<file path="src/scfp_pkg.sv">
// constants for the serial configuration and fifo port
package scfp_pkg;
   localparam int unsigned addr_w = 6;
   localparam int unsigned fifo_depth = 64;
   localparam int unsigned cnt_w = 7;
   localparam logic [5:0] cfg_last_addr = 6'h2f;
   localparam logic [5:0] strobe_first_addr = 6'h30;
   localparam logic [5:0] strobe_last_addr = 6'h3d;
   localparam logic [5:0] fifo_addr = 6'h3f;
   localparam int unsigned hdr_rw_bit = 7;
   localparam int unsigned hdr_burst_bit = 6;
   localparam int unsigned stat_rdy_bit = 7;
   localparam logic [3:0] free_sat = 4'hf;
   localparam logic [2:0] state_idle = 3'h0;
   localparam logic [2:0] state_tx_underflow = 3'h7;
   localparam logic [7:0] cfg_reset_value = 8'h00;
   // strobe addresses inside 0x30..0x3d; exact values chosen for this block
   localparam logic [5:0] strobe_osc_off = 6'h32;
   localparam logic [5:0] strobe_power_down = 6'h39;
   localparam logic [5:0] strobe_tx_flush = 6'h3b;
   typedef enum logic [1:0] {scfp_header, scfp_data, scfp_skip} scfp_phase_e;
endpackage

</file>
<file path="src/scfp_port.sv">
// serial slave port: configuration registers, strobes, status reads and transmit fifo
// Overview of operation
// - all bytes shifted most significant bit first
// - header is rw flag, burst flag, address
// - chip select rise abandons the access
// - output low once supply and oscillator ready
// - status top bit is not-ready flag
// - status bits 6:4 give main state
// - status bits 3:0 give saturated free count
// - configuration registers readable and writable
// - status byte returned during each write byte
// - burst address counter steps every byte of a configuration register burst; held at the fifo address
// - rw flag picks status read or strobe
// - strobe is a header alone
// - power down and osc off wait chip select
// - fifo at 0x3f, write only
// - 0x3f single byte, 0x7f burst bytes
// - free count taken before byte in progress
// - fifo emptied on flush and sleep
// - idle 000, underflow 111 until flush
`timescale 1ns/1ps
module scfp_port (
   input wire logic i_clk,
   input wire logic i_rst_n,
   input wire logic i_sclk,
   input wire logic i_chip_select_n,
   input wire logic i_si,
   input wire logic i_supply_osc_not_ready,
   input wire logic [2:0] i_main_state,
   input wire logic i_sleep,
   input wire logic i_fifo_pop,
   input wire logic [7:0] i_status_reg_data,
   output logic o_so,
   output logic o_so_oe,
   output logic o_cfg_we,
   output logic [5:0] o_cfg_addr,
   output logic [7:0] o_cfg_wdata,
   output logic o_strobe,
   output logic [5:0] o_strobe_addr,
   output logic o_fifo_empty,
   output logic [7:0] o_fifo_rdata,
   output logic [6:0] o_fifo_count
);
   logic [2:0] sclk_sync;
   logic [1:0] csn_sync;
   logic [1:0] si_sync;
   logic csn_q;
   logic rise;
   logic fall;
   logic csn_rise;
   scfp_pkg::scfp_phase_e phase;
   logic [2:0] bit_cnt;
   logic [7:0] shift_in;
   logic [7:0] shift_out;
   logic [7:0] next_byte;
   logic byte_done;
   logic rw;
   logic burst;
   logic [5:0] addr;
   logic [7:0] cfg_mem [0:47];
   logic [7:0] fifo_mem [0:63];
   logic [5:0] wr_ptr;
   logic [5:0] rd_ptr;
   logic [6:0] count;
   logic fifo_push;
   logic flush;
   logic pend_pd;
   logic pend_off;
   logic [7:0] status_byte;
   logic [3:0] free_field;
   logic [6:0] free_cnt;
   logic [5:0] hdr_addr;
   logic is_strobe_hdr;

   // pin inputs pass two flops, sclk three; edges use the second and third stage only
   always_ff @(posedge i_clk)
   begin
      if (!i_rst_n)
      begin
         sclk_sync <= 3'h0;
         csn_sync <= 2'h3;
         si_sync <= 2'h0;
         csn_q <= 1'b1;
      end
      else
      begin
         sclk_sync <= {sclk_sync[1:0], i_sclk};
         csn_sync <= {csn_sync[0], i_chip_select_n};
         si_sync <= {si_sync[0], i_si};
         csn_q <= csn_sync[1];
      end
   end

   assign rise = sclk_sync[1] & ~sclk_sync[2] & ~csn_sync[1];
   assign fall = ~sclk_sync[1] & sclk_sync[2] & ~csn_sync[1];
   assign csn_rise = csn_sync[1] & ~csn_q;
   assign next_byte = {shift_in[6:0], si_sync[1]};
   assign byte_done = rise && (bit_cnt == 3'h7);
   assign hdr_addr = next_byte[5:0];
   assign is_strobe_hdr = (hdr_addr >= scfp_pkg::strobe_first_addr) && (hdr_addr <= scfp_pkg::strobe_last_addr);

   // saturate free count; count sampled before the byte lands
   assign free_cnt = 7'(scfp_pkg::fifo_depth) - count;
   assign free_field = (free_cnt >= 7'(scfp_pkg::free_sat)) ? scfp_pkg::free_sat : free_cnt[3:0];
   // not-ready flag on top; state field passes the main state
   // main state codes pass unchanged, idle 000 and underflow 111
   assign status_byte = {i_supply_osc_not_ready, i_main_state, free_field};

   // burst counter; chip select rise resets framing
   always_ff @(posedge i_clk)
   begin
      if (!i_rst_n || csn_sync[1])
      begin
         phase <= scfp_pkg::scfp_header;
         bit_cnt <= 3'h0;
         shift_in <= 8'h00;
         rw <= 1'b0;
         burst <= 1'b0;
         addr <= 6'h00;
      end
      else if (rise)
      begin
         bit_cnt <= bit_cnt + 3'h1;
         shift_in <= next_byte;
         if (byte_done)
         begin
            case (phase)
               scfp_pkg::scfp_header:
               begin
                  rw <= next_byte[scfp_pkg::hdr_rw_bit];
                  burst <= next_byte[scfp_pkg::hdr_burst_bit];
                  addr <= hdr_addr;
                  // strobe header needs no data; fifo reads are ignored
                  if (!next_byte[7] && !next_byte[6] && is_strobe_hdr)
                     phase <= scfp_pkg::scfp_header;
                  else if (next_byte[7] && hdr_addr == scfp_pkg::fifo_addr)
                     phase <= scfp_pkg::scfp_skip;
                  else
                     phase <= scfp_pkg::scfp_data;
               end
               scfp_pkg::scfp_data:
               begin
                  // single access returns to header; status reads single only
                  if (!burst || (addr >= scfp_pkg::strobe_first_addr && addr != scfp_pkg::fifo_addr))
                     phase <= burst ? scfp_pkg::scfp_skip : scfp_pkg::scfp_header;
                  else if (addr != scfp_pkg::fifo_addr)
                     addr <= addr + 6'h1;
               end
               default:
                  phase <= scfp_pkg::scfp_skip;
            endcase
         end
      end
   end

   always_ff @(posedge i_clk)
   begin
      if (!i_rst_n)
      begin
         o_cfg_we <= 1'b0;
         o_cfg_addr <= 6'h00;
         o_cfg_wdata <= 8'h00;
      end
      else
      begin
         o_cfg_we <= byte_done && phase == scfp_pkg::scfp_data && !rw && addr <= scfp_pkg::cfg_last_addr;
         if (byte_done && phase == scfp_pkg::scfp_data)
         begin
            o_cfg_addr <= addr;
            o_cfg_wdata <= next_byte;
         end
      end
   end

   always_ff @(posedge i_clk)
   begin
      if (byte_done && phase == scfp_pkg::scfp_data && !rw && addr <= scfp_pkg::cfg_last_addr)
         cfg_mem[addr] <= next_byte;
   end

   // immediate strobes now, one deferred strobe at chip select rise: power down if pending, else osc off
   always_ff @(posedge i_clk)
   begin
      if (!i_rst_n)
      begin
         o_strobe <= 1'b0;
         o_strobe_addr <= 6'h00;
         pend_pd <= 1'b0;
         pend_off <= 1'b0;
      end
      else
      begin
         o_strobe <= 1'b0;
         if (byte_done && phase == scfp_pkg::scfp_header && next_byte[7:6] == 2'b00 && is_strobe_hdr)
         begin
            if (hdr_addr == scfp_pkg::strobe_power_down)
               pend_pd <= 1'b1;
            else if (hdr_addr == scfp_pkg::strobe_osc_off)
               pend_off <= 1'b1;
            else
            begin
               o_strobe <= 1'b1;
               o_strobe_addr <= hdr_addr;
            end
         end
         else if (csn_rise && (pend_pd || pend_off))
         begin
            o_strobe <= 1'b1;
            o_strobe_addr <= pend_pd ? scfp_pkg::strobe_power_down : scfp_pkg::strobe_osc_off;
            pend_pd <= 1'b0;
            pend_off <= 1'b0;
         end
      end
   end

   assign flush = i_sleep || (byte_done && phase == scfp_pkg::scfp_header && next_byte[7:6] == 2'b00
                  && hdr_addr == scfp_pkg::strobe_tx_flush);
   // write only fifo, full drops the byte
   assign fifo_push = byte_done && phase == scfp_pkg::scfp_data && !rw && addr == scfp_pkg::fifo_addr
                      && count != 7'(scfp_pkg::fifo_depth);

   always_ff @(posedge i_clk)
   begin
      if (fifo_push)
         fifo_mem[wr_ptr] <= next_byte;
   end

   always_ff @(posedge i_clk)
   begin
      if (!i_rst_n || flush)
      begin
         wr_ptr <= 6'h00;
         rd_ptr <= 6'h00;
         count <= 7'h00;
      end
      else
      begin
         if (fifo_push)
            wr_ptr <= wr_ptr + 6'h1;
         if (i_fifo_pop && count != 7'h00)
            rd_ptr <= rd_ptr + 6'h1;
         count <= count + 7'(fifo_push) - 7'(i_fifo_pop && count != 7'h00);
      end
   end

   always_ff @(posedge i_clk)
   begin
      if (!i_rst_n)
      begin
         o_fifo_empty <= 1'b1;
         o_fifo_rdata <= 8'h00;
         o_fifo_count <= 7'h00;
      end
      else
      begin
         o_fifo_empty <= (count == 7'h00);
         o_fifo_rdata <= fifo_mem[rd_ptr];
         o_fifo_count <= count;
      end
   end

   // output shifts on falling edges; status during every write byte
   always_ff @(posedge i_clk)
   begin
      if (!i_rst_n || csn_sync[1])
         shift_out <= 8'h00;
      else if (csn_q && !csn_sync[1])
         shift_out <= status_byte;
      else if (fall && bit_cnt == 3'h0)
      begin
         if (phase == scfp_pkg::scfp_data && rw)
            shift_out <= {(addr <= scfp_pkg::cfg_last_addr) ? cfg_mem[addr] : i_status_reg_data};
         else
            shift_out <= status_byte;
      end
      else if (fall)
         shift_out <= {shift_out[6:0], 1'b0};
   end

   // hold output high until ready, then present status msb
   always_ff @(posedge i_clk)
   begin
      if (!i_rst_n)
      begin
         o_so <= 1'b1;
         o_so_oe <= 1'b0;
      end
      else
      begin
         o_so_oe <= ~csn_sync[1];
         o_so <= (bit_cnt == 3'h0 && phase == scfp_pkg::scfp_header) ?
                 i_supply_osc_not_ready : shift_out[7];
      end
   end

   // a select rise must clear the framing
   a_cancel_on_csn: assert property (@(posedge i_clk) disable iff (!i_rst_n)
      csn_rise |=> bit_cnt == 3'h0 && phase == scfp_pkg::scfp_header)
      else $error("framing not cleared on select rise");
   a_so_idle_high: assert property (@(posedge i_clk) disable iff (!i_rst_n)
      csn_sync[1] |=> !o_so_oe)
      else $error("output driven while deselected");
   // below fifteen free bytes the field is exact, otherwise it saturates
   a_status_field: assert property (@(posedge i_clk) disable iff (!i_rst_n)
      (count > 7'h31 && status_byte[3:0] == 4'(7'(scfp_pkg::fifo_depth) - count))
      || (count <= 7'h31 && status_byte[3:0] == scfp_pkg::free_sat))
      else $error("free count field wrong");
   // the state code must reach the shifter loaded at select fall
   a_state_field: assert property (@(posedge i_clk) disable iff (!i_rst_n)
      csn_q && !csn_sync[1] |=> shift_out[6:4] == $past(i_main_state))
      else $error("state field mismatch");
   a_fifo_push_cnt: assert property (@(posedge i_clk) disable iff (!i_rst_n)
      fifo_push && !flush && !i_fifo_pop |=> count == $past(count) + 7'h1)
      else $error("fifo count did not step");
   a_fifo_full_drop: assert property (@(posedge i_clk) disable iff (!i_rst_n)
      count == 7'(scfp_pkg::fifo_depth) && !flush && !i_fifo_pop |=> count == $past(count))
      else $error("full fifo took a byte");
   a_flush_empties: assert property (@(posedge i_clk) disable iff (!i_rst_n)
      flush |=> count == 7'h00 ##1 o_fifo_empty)
      else $error("flush left data");
   a_deferred_strobe: assert property (@(posedge i_clk) disable iff (!i_rst_n)
      o_strobe && (o_strobe_addr == scfp_pkg::strobe_power_down || o_strobe_addr == scfp_pkg::strobe_osc_off)
      |-> $past(csn_rise))
      else $error("power down strobe not deferred");
   a_strobe_now: assert property (@(posedge i_clk) disable iff (!i_rst_n)
      byte_done && phase == scfp_pkg::scfp_header && next_byte[7:6] == 2'b00 && is_strobe_hdr
      && hdr_addr != scfp_pkg::strobe_power_down && hdr_addr != scfp_pkg::strobe_osc_off
      |=> o_strobe && o_strobe_addr == $past(hdr_addr))
      else $error("immediate strobe not issued");
   a_burst_addr_step: assert property (@(posedge i_clk) disable iff (!i_rst_n)
      byte_done && phase == scfp_pkg::scfp_data && burst && addr <= scfp_pkg::cfg_last_addr
      |=> addr == $past(addr) + 6'h1)
      else $error("burst address did not step");
   a_cfg_write_dir: assert property (@(posedge i_clk) disable iff (!i_rst_n)
      o_cfg_we |-> !rw && o_cfg_addr <= scfp_pkg::cfg_last_addr)
      else $error("config write on read access");
   c_burst_fifo: cover property (@(posedge i_clk) disable iff (!i_rst_n) fifo_push ##[1:200] fifo_push);
   c_strobe: cover property (@(posedge i_clk) disable iff (!i_rst_n) o_strobe);
   c_cfg_write: cover property (@(posedge i_clk) disable iff (!i_rst_n) o_cfg_we);
   // flush issued while the main machine reports underflow
   c_underflow_flush: cover property (@(posedge i_clk) disable iff (!i_rst_n)
      i_main_state == scfp_pkg::state_tx_underflow && flush);
   c_status_read: cover property (@(posedge i_clk) disable iff (!i_rst_n)
      byte_done && phase == scfp_pkg::scfp_data && rw && addr >= scfp_pkg::strobe_first_addr);
endmodule

</file>
<file path="config.mk">
export PLATFORM = sky130hd
export DESIGN_NAME = scfp_port
export DESIGN_NICKNAME = d
export VERILOG_FILES = /design/src/scfp_pkg.sv /design/src/scfp_port.sv
export SDC_FILE = /design/constraint.sdc
export NUM_CORES = 1
export LEC_CHECK = 0
export BUFFER_PORTS_ARGS = -buffer_cell sky130_fd_sc_hd__buf_4
export CAP_MARGIN = 20
export CORE_MARGIN = 2
export CORE_UTILIZATION = 37
export CTS_BUF_LIST = sky130_fd_sc_hd__clkbuf_4 sky130_fd_sc_hd__clkbuf_8
export CTS_CLUSTER_SIZE = 25
export DETAILED_ROUTE_END_ITERATION = 8
export HOLD_SLACK_MARGIN = 0.15
export PLACE_DENSITY = 0.52
export SLEW_MARGIN = 20
export SYNTH_ARGS = -nofsm -noshare
export SYNTH_HDL_FRONTEND = slang
export SYNTH_SLANG_ARGS = --single-unit
</file>
<file path="constraint.sdc">
create_clock -name i_clk -period 8.05 [get_ports i_clk]
set_input_delay 1.2075 -clock i_clk [delete_from_list [all_inputs] [get_ports i_clk]]
set_output_delay 1.2075 -clock i_clk [all_outputs]
set_load 0.01 [all_outputs]
</file>
; ---- Word level (Yosys, flattened, before mapping)
; Memory sizes are Yosys's and may differ from the RTL's. A register that Yosys moved wholly into a read port is not among the register bits.
; Index checks and enable logic that the tools add are counted.
[word_totals]
output_inout_bits = 40
memories = 2
wordCells = 147
register_bits = 89
ram_bits = 896
[op_classes]
n_reduce_logical = 47
n_addsub = 7
n_eq_ne = 16
mux = 36
bitwise = 9
order_cmp = 5
[mem_list]
columns = memory, words, word_bits, read_ports, rd_ports_with_merged_regs, wr, line
row1 = fifo_mem, 64, 8, 1, 1, 1, scfp_port.sv:61  ; logic [7:0] fifo_mem [0:63];
row2 = cfg_mem, 48, 8, 1, 1, 1, scfp_port.sv:60  ; logic [7:0] cfg_mem [0:47];
[ops]
columns = operator, count
row1 = $mux W6, 8
row2 = $mux W8, 5
row3 = $eq A6 B6 Y1 const B, 5
row4 = $logic_and A1 B1 Y1, 21
row5 = $add A6 B1 Y6 const B, 3
row6 = $mux W1, 15
row7 = $ge A6 B6 Y1 const B, 2
row8 = $le A6 B6 Y1 const B, 2
row9 = $pmux W6 S2, 1
row10 = $reduce_and A3 Y1, 4
row11 = $ne A2 B2 Y1 const B, 5
row12 = $mux W2, 4
row13 = $mux W4, 2
row14 = $add A7 B1 Y7, 1
row15 = $ge A7 B4 Y1 const B, 1
row16 = $logic_not A1 Y1, 7
row17 = $logic_not A7 Y1, 1
row18 = $ne A7 B7 Y1 const B, 1
row19 = $reduce_bool A7 Y1, 1
row20 = $sub A7 B1 Y7, 1
row21 = $sub A7 B7 Y7 const A, 1
row22 = $ne A6 B6 Y1 const B, 1
row23 = $and A1 B1 Y1, 5
row24 = $logic_or A1 B1 Y1, 5
row25 = 12 further kinds, 18

; ---- Longest topological paths before layout
; Gate-level depths: netlist of the first run.
[logic_depth]
ltp_word = 10
depth_mapped = 17
mapped_depth_nobuf = 17

; ---- Worst setup path before layout of the first run
; No wires, ideal clock.
[synth_path]
path_kind = flip-flop to flip-flop
start = register shift_in[3]
end = register o_strobe_addr[1]
slack_ns = 4.765
t_required_ns = 7.934
arrival_ns = 3.169
period_less_slack_ns = 3.285
path_stages_with_launch = 8
setup_time_ns = 0.116
path_cell_list = dfxtp_1 > nor4bb_1 > and4_1 > buf_2 > nand3b_1 > nand2_1 > o211ai_1 > o211a_1
[synth_via]
elab_chain_len = 5
[synth_rtl]
columns = item, line
row1 = start: declaration, scfp_port.sv:53  ; logic [7:0] shift_in;
row2 = start signal: assignment, scfp_port.sv:124  ; shift_in <= next_byte;
row3 = $ge A6 B6 Y1 or $le A6 B6 Y1 (tied branches), scfp_port.sv:100  ; assign is_strobe_hdr = (hdr_addr >= scfp_pkg::strobe_first_addr) && (hdr_addr <= scfp_pkg::strobe_last_addr);
row4 = $logic_and A1 B1 Y1, scfp_port.sv:100
row5 = $logic_and A1 B1 Y1, scfp_port.sv:194  ; if (byte_done && phase == scfp_pkg::scfp_header && next_byte[7:6] == 2'b00 && is_strobe_hdr)
row6 = $ne A2 B2 Y1 (no line) or $reduce_bool A2 Y1 (tied branches), n/a
row7 = $reduce_and A3 Y1 (no line), n/a
row8 = end signal: assignment, scfp_port.sv:203  ; o_strobe_addr <= hdr_addr;
row9 = end signal: assignment, scfp_port.sv:209  ; o_strobe_addr <= pend_pd ? scfp_pkg::strobe_power_down : scfp_pkg::strobe_osc_off;
row10 = end: declaration, scfp_port.sv:39  ; output logic [5:0] o_strobe_addr,
; Parallel ways exist; a longest one is shown, timed or not.
; A chain may end at the register's enable or synchronous reset.

; ---- Worst setup path after layout of the first run
[layout_path]
start = register bit_cnt[0]
end = memory fifo_mem[52][3] (enable)
[layout_via]
elab_chain_len = 8
[layout_rtl]
columns = item, line
row1 = start: declaration, scfp_port.sv:52  ; logic [2:0] bit_cnt;
row2 = start signal: assignment, scfp_port.sv:123  ; bit_cnt <= bit_cnt + 3'h1;
row3 = $eq A3 B3 Y1, scfp_port.sv:98  ; assign byte_done = rise && (bit_cnt == 3'h7);
row4 = $logic_and A1 B1 Y1, scfp_port.sv:98
row5 = $logic_and A1 B1 Y1 (3 in series), scfp_port.sv:219  ; assign fifo_push = byte_done && phase == scfp_pkg::scfp_data && !rw && addr == scfp_pkg::fifo_addr
row6 = $logic_and A1 B1 Y1, scfp_port.sv:220  ; && count != 7'(scfp_pkg::fifo_depth);
row7 = $mux W1, scfp_port.sv:224  ; if (fifo_push)
row8 = $mux W1 (not written as such), scfp_port.sv:225  ; fifo_mem[wr_ptr] <= next_byte;
row9 = end: declaration, scfp_port.sv:61
; Every way passes these cells.

==> results.toml, run 1 <==
[drt]
wirelength_mm = 94.3
dr.pass1.iters = 5
num_vias = 19700
post_drt_wl_per_cell_um = 25.5
routed_via_density = 5.32
drc = 0
drt_iter0_drc = 1662
antenna_left = 0

[finish]
final_cell_mix = "edfxtp_1 (896), mux4_2 (241), clkbuf_8 (172), nor2_1 (169), nand2_1 (96)"
mostFrequentLayoutCell = "edfxtp_1"
drive_gt1_frac = 0.273
syn_to_final_growth_pct = 13.3
utilization = 0.423
fin_nets = 2212

[critical_path]
critPathRequiredTime_ps = 8480
cp_cell_sequence = "ha_1, ha_1, and4bb_2, nand2_4, nor3_4, nand3_1, nor2_1"
crit_top_cell = "ha_1"
cp_slowest_stage_delay_ps = 870
crit_path_start_kind = "register"
critPathKind = "reg -> reg"
cp.arrival_ps = 4240
cp_max_fo = 18
cp-end-kind = "register"
timing.critical_path.slowest_stage_cell = "nor2_1"

[sta]
slew_headroom = 0.273
fin_skew_ps = 35.6
fin_setup_tns_ps = 0
rsz0062_at_grt = "false"
fmax_mhz = 263
fin_crit_ps = 3810
finalHoldViolations = 0
period_share = 0.473
setup_viol = 0
maxSlewViolCount = 0
worst_pin_slew_ps = 1090

[grt]
grt_use_total = 0.176
grt-ovfl-total = 0
antenna_found_initial = 2
grt_max_degree = 100
grt_pass1_vias = 20500
grt_pass1_wl_mm = 139

[cts]
cts-root-buf = "clkbuf_8"
cts_max_level = 4
cts_resized = 0
hold_buffers = 0
cts_tree = "done"
clockBufferDepth = 3
path_clk_slew_ps = 70
cts_buffers = 164
cts.sinks = 999
clock_latency_ps = 820
post-cts-setup-buffer-count = 0

[floorplanning]
die-area_mm2 = 0.109
rows = 119
core_area_mm2 = 0.105
initial_utilization = 0.373
die_h_um = 330
ios = 59
dieWidth_um = 330

[logic_synthesis]
syn-num-nets = 2076
syn_area_mm2 = 0.0393
yosysUniqueCellTypes = 71
synthArstFlopShare = 0
netlist_instances = 2037
syn_avg_cell_area_um2 = 19.3
synth_edf_count = 896
synth-main-ff-cell = "edfxtp_1"
ys_ff_latch = 999
ys_seq_area_frac = 0.738
synth_warnings = 0

[placement]
dp_hpwl_mm = 57.5
gp_congestion = 0.827
portBuffers = 58

[pwr]
ir_drop_mv = 0.127
p_per_area_mw_per_mm2 = 245
p_leak_nw = 13.9

[job]
cap_violations = 0

[hold_path]
hold_class = "reg -> reg"

[run_status]
outcome = "complete, no violations"
-- synthesized netlist by cell type, drive strengths merged (21+ instances only) --
cell type,count,share of area
nand3,21,0.0028
mux4,250,0.14
clkbuf,49,0.0047
a22oi,24,0.0046
mux2i,47,0.012
buf,63,0.0097
nand2,97,0.0095
dfxtp,103,0.052
a21oi,25,0.0032
o21ai,23,0.0029
nor2,170,0.016
edfxtp,896,0.69
-- cells by family after synthesis --
| group | count (synthesis) | synth area share |
|---|---|---|
| xor+xnor | 19 | 0.00424 |
| flops | 999 | 0.738 |
| compound gates | 154 | 0.0277 |
| fa+ha+maj | 20 | 0.00656 |
| simple gates | 411 | 0.0497 |
| mux | 304 | 0.158 |
| buf+inv | 130 | 0.0162 |
-- through the flow --
stage                     instance area [um^2]  instances  hold slack [ps]  power (mW)  setup slack [ps]
after floorplan                          39300       2037              386        6.35              4760
after global placement                   41100       3397              411        6.52              4260
after detailed placement                 41100       3397              402        6.53              4200
after CTS                                44500       3697              423        11.1              4170
after global routing                     44500       3700              435        11.3              3950
final                                    44500       3700              417        10.9              4240
-- flip-flops by register name (all words and copies together), names as in the netlist, 2 cells and up, named ones only --
| signal | cells |
|---|---|
| o_fifo_count | 7 |
| fifo_mem | 512 |
| bit_cnt | 3 |
| cfg_mem | 384 |
| si_sync | 2 |
| rd_ptr | 6 |
| o_fifo_rdata | 8 |
| phase | 2 |
| csn_sync | 2 |
| o_strobe_addr | 6 |
| wr_ptr | 6 |
| shift_in | 7 |
| sclk_sync | 3 |
| shift_out | 8 |
| o_cfg_wdata | 8 |
| count | 7 |
| o_cfg_addr | 6 |
| addr | 6 |
-- worst max-delay path, delay by kind of cell, from the launching register on --
kind,cells,cell delay [ps]
DFF,1,380
and+or+nand+nor,5,2680
adders and majority gates,2,330
-- per-layer routing --
metal	GRT usage	part of all wire
met3	0.0350	0.052
met1	0.230	0.42
met2	0.291	0.50
met5	0	0
met4	0.0664	0.027
-- cell type report --
class / instances / area (um^2)
clock inverters: 65 / 512
diodes: 2 / 5.00
inverters: 18 / 67.6
clock buffers: 235 / 2840
flip-flops and latches: 999 / 29000
multi-input cells: 908 / 9690
well taps: 1391 / 1740
repair buffers: 82 / 627
fillers: 9234 / 60800
-- power breakdown --
part           internal (mW)  total [mW]  switching, mW
sequential              5.59        5.64         0.0462
combinational          0.400       0.768          0.368
clock                   2.50        4.51           2.01
total                   8.49        10.9           2.42
-- final timing paths --
check | start | endpoint | slack [ps] | cells past startpoint
max reg2reg | bit_cnt[0]$_SDFFE_PP0N_ | fifo_mem[52][3]$_DFFE_PP_ | 4240 | 7
max | bit_cnt[0]$_SDFFE_PP0N_ | fifo_mem[52][3]$_DFFE_PP_ | 4240 | 7
min | csn_sync[0]$_SDFF_PN1_ | csn_sync[1]$_SDFF_PN1_ | 420 | 1
min reg2reg | csn_sync[0]$_SDFF_PN1_ | csn_sync[1]$_SDFF_PN1_ | 420 | 1
Note: power is estimated with default switching activity, not from simulation.
==> inputs of run 2 (changes only) <==
==> constraint.sdc (replaced) <==
create_clock -name i_clk -period 3.75 [get_ports i_clk]
set_input_delay 0.5625 -clock i_clk [delete_from_list [all_inputs] [get_ports i_clk]]
set_output_delay 0.5625 -clock i_clk [all_outputs]
set_load 0.01 [all_outputs]
==> run 2 against run 1 <==
- combinational power grew 130%
- hold slack got worse by 160 ps
- worst setup slack lost 3900 ps
- sequential power grew 110%
- die area is the same
- global-route usage increased by 0.35 points
- register-to-register slack worse by 3900 ps
- final cell count up 4.2%
- largest cell class unchanged
- highest routed layer unchanged
==> results.toml, run 2 (synthesized netlist as in run 1, its figures left out) <==
[cts]
hold_buffers = 9
clockBufferDepth = 3
cts_buffers = 165
cts_resized = 0
cts_tree = "done"
cts.sinks = 999
post-cts-setup-buffer-count = 0
clock_latency_ps = 830
path_clk_slew_ps = 60
cts-root-buf = "clkbuf_8"
cts_max_level = 4

[drt]
num_vias = 20300
dr.pass1.iters = 5
post_drt_wl_per_cell_um = 24.8
wirelength_mm = 95.6
antenna_left = 0
drc = 0
routed_via_density = 5.27
drt_iter0_drc = 1867

[finish]
largest_register_ffs = 512
stdcell_area_mm2 = 0.0458
largest-register = "fifo_mem"
mostFrequentLayoutCell = "edfxtp_1"
syn_to_final_growth_pct = 16.5
utilization = 0.435
top_regs = "fifo_mem: 512 flops, cfg_mem: 384 flops"
final_cell_mix = "edfxtp_1 (896), mux4_2 (241), buf_4 (211), clkbuf_8 (173), nor2_1 (169)"
fin_nets = 2363
drive_gt1_frac = 0.315

[floorplanning]
initial_utilization = 0.373
ios = 59
core_area_mm2 = 0.105
dieWidth_um = 330
die_h_um = 330
rows = 119
die-area_mm2 = 0.109

[pwr]
p_per_area_mw_per_mm2 = 512
ir_drop_mv = 0.265
p_comb_frac = 0.076
p_leak_nw = 14.8
p_sw_frac = 0.228
seqPwrFrac = 0.515
clockPowerShare = 0.408
p_sw_mw = 5.33
power.internal_mw = 18.1

[placement]
gp_congestion = 0.832
place_area_mm2 = 0.0423
portBuffers = 58
dp_hpwl_mm = 59.1

[critical_path]
critPathRequiredTime_ps = 4430
cp-end-kind = "register"
cp_max_fo = 6
critPathKind = "reg -> reg"
crit_path_start_kind = "register"
cp.arrival_ps = 4070

[sta]
setup_viol = 0
fmax_mhz = 295
fin_crit_ps = 3390
period_share = 0.904
rsz0062_at_grt = "false"
fin_skew_ps = 32.9
fin_setup_tns_ps = 0
worst_pin_slew_ps = 1040
finalHoldViolations = 0
slew_headroom = 0.304
maxSlewViolCount = 0

[grt]
grt_pass1_vias = 21200
grt_max_degree = 99
grt_pass1_wl_mm = 142
grt-ovfl-total = 0
antenna_found_initial = 2
grt_use_total = 0.179

[run_status]
outcome = "complete, no violations"

[hold_path]
hold_class = "in -> reg"

[job]
cap_violations = 0
[run 2: power groups by stage]
stage	sequential, mW	combinational (mW)	clock (mW)
2_1_floorplan	12.3	1.34	0
3_3_place_gp	12.3	1.81	0
3_5_place_dp	12.3	1.81	0
4_1_cts	12.1	1.83	9.84
5_1_grt	12.1	1.94	10.3
6_report	12.1	1.79	9.57
[run 2: cell type report]
type                    count  area, um^2
clock buffers             232        2820
multi-input cells         908        9690
inverters                  18        67.6
well taps                1391        1740
fillers                  9129       59500
diodes                      3        7.51
flip-flops and latches    999       29000
repair buffers            232        1900
clock inverters            72         514
[run 2: routing by layer]
| metal | vias to the layer above | GRT usage | wire [um] |
|---|---|---|---|
| met5 | - | 0 | 0 |
| met2 | 613 | 0.287 | 46300 |
| met3 | 208 | 0.0395 | 5790 |
| met4 | 0 | 0.0729 | 3300 |
| li1 | 8875 | - | - |
| met1 | 10600 | 0.238 | 40200 |
[run 2: final timing paths]
kind | end | slack (ps) | from | depth (start not counted)
worst max-delay path | count[6]$_SDFF_PP0_ | 360 | bit_cnt[0]$_SDFFE_PP0N_ | 17
worst min-delay path | shift_out[4]$_SDFFE_PP0P_ | 260 | i_main_state[0] | 4
worst max register to register | count[6]$_SDFF_PP0_ | 360 | bit_cnt[0]$_SDFFE_PP0N_ | 17
worst min register to register | csn_sync[1]$_SDFF_PN1_ | 430 | csn_sync[0]$_SDFF_PN1_ | 1
[run 2: worst max-delay path, cell delays in order (launching register included)]
cell	delay [ps]
dfxtp_1	380
ha_1	170
ha_1	170
and4bb_2	340
nand2_4	80
nor3_4	230
inv_1	110
ha_1	300
inv_1	60
ha_1	150
inv_1	60
fa_1	440
o21bai_1	170
a21oi_1	120
o21bai_1	150
a21oi_1	100
xnor2_1	160
nor2_1	50
[run 2: stage by stage]
stage	power, mW	std cells	setup slack [ps]	hold slack, ps
global placement	14.1	3539	435	418
floorplan	13.6	2037	465	386
detailed placement	14.1	3539	392	418
CTS	23.7	3852	346	157
finish	23.4	3855	361	260
global route	24.4	3854	151	225
